`src/atrb_pkg.sv`:
```
// Constants and carrier types for the converter trim register bank.
// Assumes a single 20 MHz register clock and a 32-bit AXI4-Lite master.
// Contract
// - Input-first offset trims core B under calibration
// - Input-second offset trims core B under calibration
// - Core B offsets apply in both modes
// - Bank 0 gain trim for core A
// - Bank 1 gain trim for core A
// - Bank gain trims used in dual mode
// - Trim defaults load from fuse storage
package atrb_pkg;

	////////////////////////////////////////////////////////////////////////////////
	// Register indices and byte addresses
	localparam int unsigned     ADDR_W          = 14;
	localparam logic [11:0]     IDX_OFF_FIRST   = 12'h34C;
	localparam logic [11:0]     IDX_OFF_SECOND  = 12'h34E;
	localparam logic [11:0]     IDX_GAIN_BANK0  = 12'h350;
	localparam logic [11:0]     IDX_GAIN_BANK1  = 12'h351;
	localparam logic [13:0]     ADR_OFF_FIRST   = {IDX_OFF_FIRST, 2'b00};
	localparam logic [13:0]     ADR_OFF_SECOND  = {IDX_OFF_SECOND, 2'b00};
	localparam logic [13:0]     ADR_GAIN_BANK0  = {IDX_GAIN_BANK0, 2'b00};
	localparam logic [13:0]     ADR_GAIN_BANK1  = {IDX_GAIN_BANK1, 2'b00};

	////////////////////////////////////////////////////////////////////////////////
	// Field layout and reset values
	localparam int unsigned     OFF_MSB         = 11;
	localparam int unsigned     GAIN_MSB        = 4;
	localparam logic [3:0]      OFF_RSVD_RST    = 4'h0;
	localparam logic [2:0]      GAIN_RSVD_RST   = 3'h0;
	localparam logic [1:0]      RESP_OKAY       = 2'h0;
	localparam logic [1:0]      RESP_DECERR     = 2'h3;

	typedef enum logic [2:0] {
		ATRB_SEL_NONE,
		ATRB_SEL_OFF_FIRST,
		ATRB_SEL_OFF_SECOND,
		ATRB_SEL_GAIN0,
		ATRB_SEL_GAIN1
	} atrb_sel_t;

	// Defaults delivered by the fuse store
	typedef struct packed {
		logic [11:0] off_first;
		logic [11:0] off_second;
		logic [4:0]  gain_bank0;
		logic [4:0]  gain_bank1;
	} atrb_fuse_t;

	// Corrections driven to the converter cores
	typedef struct packed {
		logic [11:0] core_b_offset;
		logic [4:0]  core_a_bank0_gain;
		logic [4:0]  core_a_bank1_gain;
	} atrb_trim_t;

	typedef struct packed {
		logic [15:0] core_b_input_a_offset_trim;
		logic [15:0] core_b_input_b_offset_trim;
		logic [7:0]  core_a_bank0_dual_gain_trim;
		logic [7:0]  core_a_bank1_dual_gain_trim;
		logic        aw_held;
		logic [13:0] awaddr;
		logic        w_held;
		logic [31:0] wdata;
		logic [3:0]  wstrb;
		logic        awready;
		logic        wready;
		logic        bvalid;
		logic [1:0]  bresp;
		logic        arready;
		logic        rvalid;
		logic [1:0]  rresp;
		logic [31:0] rdata;
		atrb_trim_t  trim;
	} atrb_state_t;

endpackage

```
`src/atrb_bank.sv`:
```
// Trim register bank with an AXI4-Lite slave and registered trim outputs.
// Assumes fuse defaults and mode levels come from logic on the same clock.
//
// The AXI4-Lite slave port was left to the implementer.
`timescale 1ns/1ns
module atrb_bank
(
	input  wire logic                  aclk,
	input  wire logic                  aresetn,
	input  wire logic [13:0]           s_axi_awaddr,
	input  wire logic [2:0]            s_axi_awprot,
	input  wire logic                  s_axi_awvalid,
	output logic                       s_axi_awready,
	input  wire logic [31:0]           s_axi_wdata,
	input  wire logic [3:0]            s_axi_wstrb,
	input  wire logic                  s_axi_wvalid,
	output logic                       s_axi_wready,
	output logic [1:0]                 s_axi_bresp,
	output logic                       s_axi_bvalid,
	input  wire logic                  s_axi_bready,
	input  wire logic [13:0]           s_axi_araddr,
	input  wire logic [2:0]            s_axi_arprot,
	input  wire logic                  s_axi_arvalid,
	output logic                       s_axi_arready,
	output logic [31:0]                s_axi_rdata,
	output logic [1:0]                 s_axi_rresp,
	output logic                       s_axi_rvalid,
	input  wire logic                  s_axi_rready,
	input  wire atrb_pkg::atrb_fuse_t  fuse_defaults,
	input  wire logic                  fg_cal_enable,
	input  wire logic                  dual_channel_mode,
	input  wire logic                  core_b_on_input_pair_second,
	output atrb_pkg::atrb_trim_t       trim_out
);

	atrb_pkg::atrb_state_t st_r;
	atrb_pkg::atrb_state_t st_nxt;
	logic                  wr_go;
	atrb_pkg::atrb_sel_t   wr_sel;
	atrb_pkg::atrb_sel_t   rd_sel;

	////////////////////////////////////////////////////////////////////////////////
	// Address decode
	function automatic atrb_pkg::atrb_sel_t decode(input logic [13:0] addr);
		unique case (addr)
			atrb_pkg::ADR_OFF_FIRST:  decode = atrb_pkg::ATRB_SEL_OFF_FIRST;
			atrb_pkg::ADR_OFF_SECOND: decode = atrb_pkg::ATRB_SEL_OFF_SECOND;
			atrb_pkg::ADR_GAIN_BANK0: decode = atrb_pkg::ATRB_SEL_GAIN0;
			atrb_pkg::ADR_GAIN_BANK1: decode = atrb_pkg::ATRB_SEL_GAIN1;
			default:                  decode = atrb_pkg::ATRB_SEL_NONE;
		endcase
	endfunction

	// Byte-lane merge of a 16-bit register
	function automatic logic [15:0] merge16(input logic [15:0] old, input logic [31:0] d,
		input logic [3:0] be);
		merge16 = {be[1] ? d[15:8] : old[15:8], be[0] ? d[7:0] : old[7:0]};
	endfunction

	assign wr_go  = st_r.aw_held && st_r.w_held && !st_r.bvalid;
	assign wr_sel = decode(st_r.awaddr);
	assign rd_sel = decode(s_axi_araddr);

	////////////////////////////////////////////////////////////////////////////////
	// Next state
	always_comb
	begin
		st_nxt = st_r;
		// Write address and data are taken independently
		if (s_axi_awvalid && st_r.awready)
		begin
			st_nxt.aw_held = 1'b1;
			st_nxt.awaddr  = s_axi_awaddr;
		end
		if (s_axi_wvalid && st_r.wready)
		begin
			st_nxt.w_held = 1'b1;
			st_nxt.wdata  = s_axi_wdata;
			st_nxt.wstrb  = s_axi_wstrb;
		end
		if (wr_go)
		begin
			st_nxt.aw_held = 1'b0;
			st_nxt.w_held  = 1'b0;
			st_nxt.bvalid  = 1'b1;
			st_nxt.bresp   = atrb_pkg::RESP_OKAY;
			// Each strobed byte lane stored, reserved bits included
			unique case (wr_sel)
				atrb_pkg::ATRB_SEL_OFF_FIRST:
					st_nxt.core_b_input_a_offset_trim =
						merge16(st_r.core_b_input_a_offset_trim, st_r.wdata, st_r.wstrb);
				atrb_pkg::ATRB_SEL_OFF_SECOND:
					st_nxt.core_b_input_b_offset_trim =
						merge16(st_r.core_b_input_b_offset_trim, st_r.wdata, st_r.wstrb);
				atrb_pkg::ATRB_SEL_GAIN0:
					if (st_r.wstrb[0])
						st_nxt.core_a_bank0_dual_gain_trim = st_r.wdata[7:0];
				atrb_pkg::ATRB_SEL_GAIN1:
					if (st_r.wstrb[0])
						st_nxt.core_a_bank1_dual_gain_trim = st_r.wdata[7:0];
				atrb_pkg::ATRB_SEL_NONE:
					st_nxt.bresp = atrb_pkg::RESP_DECERR;
			endcase
		end
		if (st_r.bvalid && s_axi_bready)
			st_nxt.bvalid = 1'b0;
		st_nxt.awready = !st_nxt.aw_held && !st_nxt.bvalid;
		st_nxt.wready  = !st_nxt.w_held && !st_nxt.bvalid;

		// Read path
		if (s_axi_arvalid && st_r.arready)
		begin
			st_nxt.arready = 1'b0;
			st_nxt.rvalid  = 1'b1;
			st_nxt.rresp   = atrb_pkg::RESP_OKAY;
			st_nxt.rdata   = 32'h0000_0000;
			unique case (rd_sel)
				atrb_pkg::ATRB_SEL_OFF_FIRST:
					st_nxt.rdata[15:0] = st_r.core_b_input_a_offset_trim;
				atrb_pkg::ATRB_SEL_OFF_SECOND:
					st_nxt.rdata[15:0] = st_r.core_b_input_b_offset_trim;
				atrb_pkg::ATRB_SEL_GAIN0:
					st_nxt.rdata[7:0] = st_r.core_a_bank0_dual_gain_trim;
				atrb_pkg::ATRB_SEL_GAIN1:
					st_nxt.rdata[7:0] = st_r.core_a_bank1_dual_gain_trim;
				atrb_pkg::ATRB_SEL_NONE:
					st_nxt.rresp = atrb_pkg::RESP_DECERR;
			endcase
		end
		else if (st_r.rvalid && s_axi_rready)
		begin
			st_nxt.rvalid  = 1'b0;
			st_nxt.arready = 1'b1;
		end

		// Core B offset follows the sampled pair under calibration, zero otherwise, in either mode
		if (!fg_cal_enable)
			st_nxt.trim.core_b_offset = 12'h000;
		else if (core_b_on_input_pair_second)
			st_nxt.trim.core_b_offset =
				st_r.core_b_input_b_offset_trim[atrb_pkg::OFF_MSB:0];
		else
			st_nxt.trim.core_b_offset =
				st_r.core_b_input_a_offset_trim[atrb_pkg::OFF_MSB:0];
		// Bank gains driven only in dual mode
		st_nxt.trim.core_a_bank0_gain = dual_channel_mode ?
			st_r.core_a_bank0_dual_gain_trim[atrb_pkg::GAIN_MSB:0] : 5'h00;
		st_nxt.trim.core_a_bank1_gain = dual_channel_mode ?
			st_r.core_a_bank1_dual_gain_trim[atrb_pkg::GAIN_MSB:0] : 5'h00;

		// Reset reloads fused defaults
		if (!aresetn)
		begin
			st_nxt = '0;
			st_nxt.core_b_input_a_offset_trim  = {atrb_pkg::OFF_RSVD_RST, fuse_defaults.off_first};
			st_nxt.core_b_input_b_offset_trim  = {atrb_pkg::OFF_RSVD_RST, fuse_defaults.off_second};
			st_nxt.core_a_bank0_dual_gain_trim = {atrb_pkg::GAIN_RSVD_RST, fuse_defaults.gain_bank0};
			st_nxt.core_a_bank1_dual_gain_trim = {atrb_pkg::GAIN_RSVD_RST, fuse_defaults.gain_bank1};
			st_nxt.awready = 1'b1;
			st_nxt.wready  = 1'b1;
			st_nxt.arready = 1'b1;
		end
	end

	always_ff @(posedge aclk)
	begin
		st_r <= st_nxt;
	end

	assign s_axi_awready = st_r.awready;
	assign s_axi_wready  = st_r.wready;
	assign s_axi_bvalid  = st_r.bvalid;
	assign s_axi_bresp   = st_r.bresp;
	assign s_axi_arready = st_r.arready;
	assign s_axi_rvalid  = st_r.rvalid;
	assign s_axi_rresp   = st_r.rresp;
	assign s_axi_rdata   = st_r.rdata;
	assign trim_out      = st_r.trim;
endmodule

```
`config.mk`:
```
export PLATFORM = sky130hd
export DESIGN_NAME = atrb_bank
export DESIGN_NICKNAME = d
export VERILOG_FILES = /design/src/atrb_pkg.sv /design/src/atrb_bank.sv
export SDC_FILE = /design/constraint.sdc
export NUM_CORES = 1
export LEC_CHECK = 0
export ABC_CLOCK_PERIOD_IN_PS = 7600
export CAP_MARGIN = 0
export CORE_MARGIN = 1.5
export CORE_UTILIZATION = 65
export CTS_BUF_LIST = sky130_fd_sc_hd__clkbuf_4 sky130_fd_sc_hd__clkbuf_8
export CTS_CLUSTER_SIZE = 12
export DETAILED_ROUTE_END_ITERATION = 6
export DONT_BUFFER_PORTS = 1
export PLACE_DENSITY = 0.88
export SYNTH_ARGS = -nofsm -noshare
export SYNTH_HDL_FRONTEND = slang
export SYNTH_SLANG_ARGS = --single-unit
```
`constraint.sdc`:
```
create_clock -name aclk -period 7.6 [get_ports aclk]
set_input_delay 1.52 -clock aclk [delete_from_list [all_inputs] [get_ports aclk]]
set_output_delay 1.52 -clock aclk [all_outputs]
set_load 0.03 [all_outputs]
```
Yosys cells after proc, flatten, opt, wreduce, memory -nomap -nowiden
Index checks and enable logic that the tools add are counted.
- register bits after elaboration: 147
- input bits: 114
- output and inout bits: 63
- word-level logic and storage cells: 106
- equality and inequality tests: 23
- muxes and demuxes: 29
- reduce and logical (&&, ||, !) cells: 28
- operators by type and width (kind ; count):
    $mux W159 ; 1
    $eq A14 B12 Y1 const B ; 8
    $mux W8 ; 6
    $mux W45 ; 1
    $mux W37 ; 1
    $mux W12 ; 3
    $mux W34 ; 1
    $pmux W8 S4 ; 1
    $reduce_and A3 Y1 ; 10
    $pmux W3 S4 ; 2
    $mux W16 ; 1
    $pmux W8 S2 ; 1
    $mux W15 ; 1
    $ne A2 B1 Y1 const B ; 7
    $eq A3 B2 Y1 const B ; 4
    $mux W5 ; 2
    $logic_and A1 B1 Y1 ; 9
    $mux W2 ; 4
    $eq A3 B1 Y1 const B ; 2
    $eq A3 B3 Y1 const B ; 2
    $logic_not A3 Y1 ; 2
    $logic_not A1 Y1 ; 4
    $mux W4 ; 1
    $reduce_and A2 Y1 ; 2
    3 further kinds ; 4

Depth between registers and ports, before layout
- word-level depth: 9
- gate-level depth with buffers: 6

Least setup slack after synthesis
OpenSTA, ideal clock, no wires.
- path type: in2reg
- start point: input port aresetn
- end point: register st_r[131] (netlist bit), enable pin
- setup time: 357 ps
- arrival: 2663 ps
- required time: 7243 ps
- slack: 4580 ps
- stages on the path: 4
- path buffers: 3
- cell sequence: clkbuf_1 buf_1 buf_1 o21ai_0
- cells in the longest elaborated chain, start to end: 2
- elaborated cells on any way between the ends: 4
- those cells by class: eq/ne (3); reduce/logical (1)
- ends and longest elaborated chain (what ; RTL line ; source):
    start, declared ; atrb_bank.sv:9 ; input wire logic aresetn,
    $ne A2 B1 Y1 (no source line) ; -- ;
    $reduce_and A3 Y1 (no source line) * ; -- ;
    end signal, assigned ; atrb_bank.sv:167 ; st_r <= st_nxt;
    end, declared ; atrb_bank.sv:36 ; atrb_pkg::atrb_state_t st_r;
Every way passes the cells marked *; elsewhere a longest branch is shown, timed or not.
A chain may end at the register's enable or synchronous reset.

Worst setup path in the final report
- start point: input port s_axi_araddr[2]
- end point: register st_r, in the netlist s_axi_rdata[10]
- cells in the longest elaborated chain, start to end: 4
- elaborated cells on any way between the ends: 8
- those cells by class: eq/ne (6); mux (2)
- ends and longest elaborated chain (what ; RTL line ; source):
    start, declared ; atrb_bank.sv:21 ; input wire logic [13:0] s_axi_araddr,
    $eq A14 B12 Y1 ; atrb_bank.sv:45 ; unique case (addr)
    $pmux W3 S4 * ; atrb_bank.sv:45 ;
    $eq A3 B2 Y1 / $eq A3 B1 Y1 (equally long branches) ; atrb_bank.sv:117 ; unique case (rd_sel)
    $pmux W8 S2 * ; atrb_bank.sv:117 ;
Marks and branches as above.

==> reports/summary.txt <==
cell with the biggest individual delay on the critical path -> sky130_fd_sc_hd__or4_1
Reg2Reg Capture Point -> st_r[138]
largest net degree at the start of global routing -> 122
transition time of the tightest slew-check pin -> 1.180 ns
cells along the critical path -> or4_1 -> or3_1 -> o21ai_0
endpoint class of the critical path -> register
number of remaining DRC errors -> 0
highest ir drop seen on vdd -> 0.1241 mV
Worst-Skew Late Latency -> 0.42 ns
fraction of synthesized cell area in xor and xnor cells -> 0%
TritonCTS clock tree -> yes
fill cell count -> 636
M1 GR Usage -> 29.41%
warnings from Yosys -> 0
max-cap viol count -> 0
start-to-end type of the worst setup path -> in -> reg
CTS HTree Levels -> 4
number of nets in the finished design -> 639
number of distinct library cell variants in the gate-level netlist after synthesis -> 41
endpoints failing hold -> 0
GR Util met3 -> 7.425%
total track usage -> 24.74%
global-route wire length before repair -> 16.90 mm
count of inserted antenna diode cells -> 0
CTS clk-pin slew, worst paths -> 0.08 ns
sort of element at the start of the critical path -> input port
R2R setup slack -> 4.88 ns
period utilisation layout -> 36.67%
Hold Crit Depth -> 2
Layout area overhead -> 0.4228%
share of flip-flops with an asynchronous set or reset after synthesis -> 0%
share of synthesized cell area in and, or, nand and nor gates -> 14.51%
adder and majority gate portion of the synthesized area -> 0%
netlist area before placement -> 0.005622 mm²
timing-limited maximum frequency -> 0.3588 GHz
initial core utilization -> 67.74%
met2 GRT Util -> 41.31%
compound-gate portion of the synthesized area -> 12.89%
CTS buffer count -> 17
RSZ-0062 raised after global routing -> false
Largest stage delay, worst path -> 0.75 ns
number of cells produced by synthesis -> 580
worst setup timing slack at the placement stage -> 4.414 ns
vias post-DR -> 3,796
proportion of layout cells with a drive suffix above 1 -> 7.249%
Setup Buffers After CTS -> 0
synthesized flop and latch total -> 127
Data required, critical path -> 7.94 ns
number of top-level pins -> 177
post-cts hold buffer count -> 0
number of core rows -> 33
Final Hold Slack -> 0.4582 ns
worst-case headroom to the max-slew limit -> 21.17%
global route hottest layer -> met2
worst reg-to-reg path cell count -> 3
area of the core region -> 0.008299 mm²
number of sinks on the clock net -> 127
final count of pins violating max slew -> 0
path category of the worst min-delay check -> reg -> reg
multiplexer share of the synthesized area -> 8.903%
final worst path period need -> 2.787 ns
cell at the root of the clock tree -> sky130_fd_sc_hd__clkbuf_8
share of synthesized area occupied by flip-flops and latches -> 51.28%
ratio of total power to cell area -> 255.1 mW/mm²
source of the worst register-to-register timing path -> st_r[110]
drt first pass iters -> 5
clock skew -> 0.01050 ns
Worst Hold Launch -> st_r[128]
min setup slack post-route -> 4.813 ns
number of antenna violations at the first check in global routing -> 0
Post-DRT Antenna Nets -> 0
Remaining Overflow, GRT -> 0
TNS Setup -> 0 ns
hold-critical path endpoint -> st_r[128]
drt wl/cell -> 17.37 µm
post-cts repair resize count -> 0
number of setup violations in the final report -> 0
vias in the first global route -> 3,489
Final HPWL DP -> 8.120 mm
die area -> 0.009216 mm²
dominant combinational cell family by area after synthesis -> simple AND/OR/NAND/NOR gates
number of violations reported at the end of detailed-routing iteration 0 -> 194
largest driver fanout on the critical path -> 11
mean instance size in the synthesized netlist -> 9.692 µm²
width of the die -> 96 µm
outcome -> complete, no violations
count of buffers from port buffering -> 0
number of enable-type register cells in the synthesized netlist -> 34
number of buffers between clock root and the deepest sink -> 2
signal arrival time at the worst endpoint -> 3.13 ns
routed wire length -> 11.17 mm
Die Span Y -> 96 µm
most used flip-flop cell after synthesis -> sky130_fd_sc_hd__dfxtp_1
routability-driven placement congestion ratio -> 0.8220
static leakage power -> 2.308 nW
via count normalized by instance count -> 5.904
## power by group
part / internal [mW] / total, mW / leakage, nW / switching [mW]
combinational: 0.0331 / 0.0893 / 1.01 / 0.0562
clock: 0.314 / 0.582 / 0.199 / 0.268
sequential: 0.729 / 0.769 / 1.10 / 0.0395
## area by class of cell
| cell class | count | area, µm² | area share [%] |
|---|---|---|---|
| sequential | 127 | 2883 | 51.06 |
| multi-input combinational | 345 | 2101 | 37.21 |
| clock buffer | 20 | 269.0 | 4.765 |
| clock inverter | 12 | 133.9 | 2.371 |
| tap | 105 | 131.4 | 2.327 |
| inverter | 34 | 127.6 | 2.261 |
## worst max-delay path, delay by kind of cell
family,cells,cell delay [ns]
AND/OR/NAND/NOR,2,1.35
AO/OA/AOI/OAI,1,0.25
## worst max path at each step
stage | end | cells past startpoint | start
CTS | s_axi_rdata[10] | 3 | s_axi_araddr[2]
finish | s_axi_rdata[10] | 3 | s_axi_araddr[2]
global placement | s_axi_rdata[12] | 3 | s_axi_araddr[2]
global route | st_r[135] | 3 | st_r[110]
floorplan | st_r[131] | 4 | aresetn
detailed placement | s_axi_rdata[10] | 3 | s_axi_araddr[2]
## stage by stage
stage	power, mW	std cells	cell area (µm²)	util, %
2_1_floorplan	0.8779	595	5678	-
3_3_place_gp	0.8668	611	5243	63.17
3_5_place_dp	0.8726	611	5243	63.17
4_1_cts	1.446	643	5645	68.02
5_1_grt	1.489	643	5645	68.02
6_report	1.440	643	5645	68.02
## cells in the mapped netlist (all sizes together) (3+ instances only)
library cell | n | area, µm²
nand2 | 118 | 442.9
dfxtp | 93 | 1862
buf | 71 | 499.2
mux2i | 50 | 500.5
edfxtp | 34 | 1021
inv | 34 | 127.6
o22ai | 34 | 212.7
a21boi | 33 | 247.7
nor2 | 21 | 78.83
clkbuf | 18 | 67.56
o21ai | 12 | 60.06
and3 | 10 | 62.56
a22o | 8 | 70.07
o32ai | 8 | 70.07
a21oi | 3 | 15.01
and2 | 3 | 18.77
nor4 | 3 | 40.04
## kinds of logic after synthesis
family | after synthesis
other | 1
muxes | 50
DFF | 127
and+or+nand+nor | 176
AOI/OAI and AO/OA | 103
buffers and inverters | 123
## metal layers
metal / vias to the layer above / share of wire (%)
met5: - / 0
met4: 0 / 1.9
met3: 24 / 9.0
met2: 193 / 49
met1: 1767 / 40
li1: 1812 / -
## sequential cells by signal, summed over array words and instances, names as in the netlist
register and count:
s_axi_arready 1, s_axi_bresp 1, s_axi_rresp 1, s_axi_awready 1, s_axi_rvalid 1, s_axi_rdata 16
st_r 82, s_axi_bvalid 1, s_axi_wready 1, trim_out 22
## layout by cell type (no fill, tap or decap), types with 3 or more instances in the layout
cell type,count
sky130_fd_sc_hd__a21boi_0,33
sky130_fd_sc_hd__a21oi_1,3
sky130_fd_sc_hd__a22o_1,8
sky130_fd_sc_hd__and2_1,3
sky130_fd_sc_hd__and3_1,10
sky130_fd_sc_hd__clkbuf_8,19
sky130_fd_sc_hd__clkinvlp_4,3
sky130_fd_sc_hd__conb_1,16
sky130_fd_sc_hd__dfxtp_1,93
sky130_fd_sc_hd__edfxtp_1,34
sky130_fd_sc_hd__inv_1,34
sky130_fd_sc_hd__mux2i_1,50
sky130_fd_sc_hd__nand2_1,118
sky130_fd_sc_hd__nor2_1,21
sky130_fd_sc_hd__o21ai_0,12
sky130_fd_sc_hd__o22ai_1,34
sky130_fd_sc_hd__o32ai_1,8
Note: power is estimated with default switching activity, not from simulation.
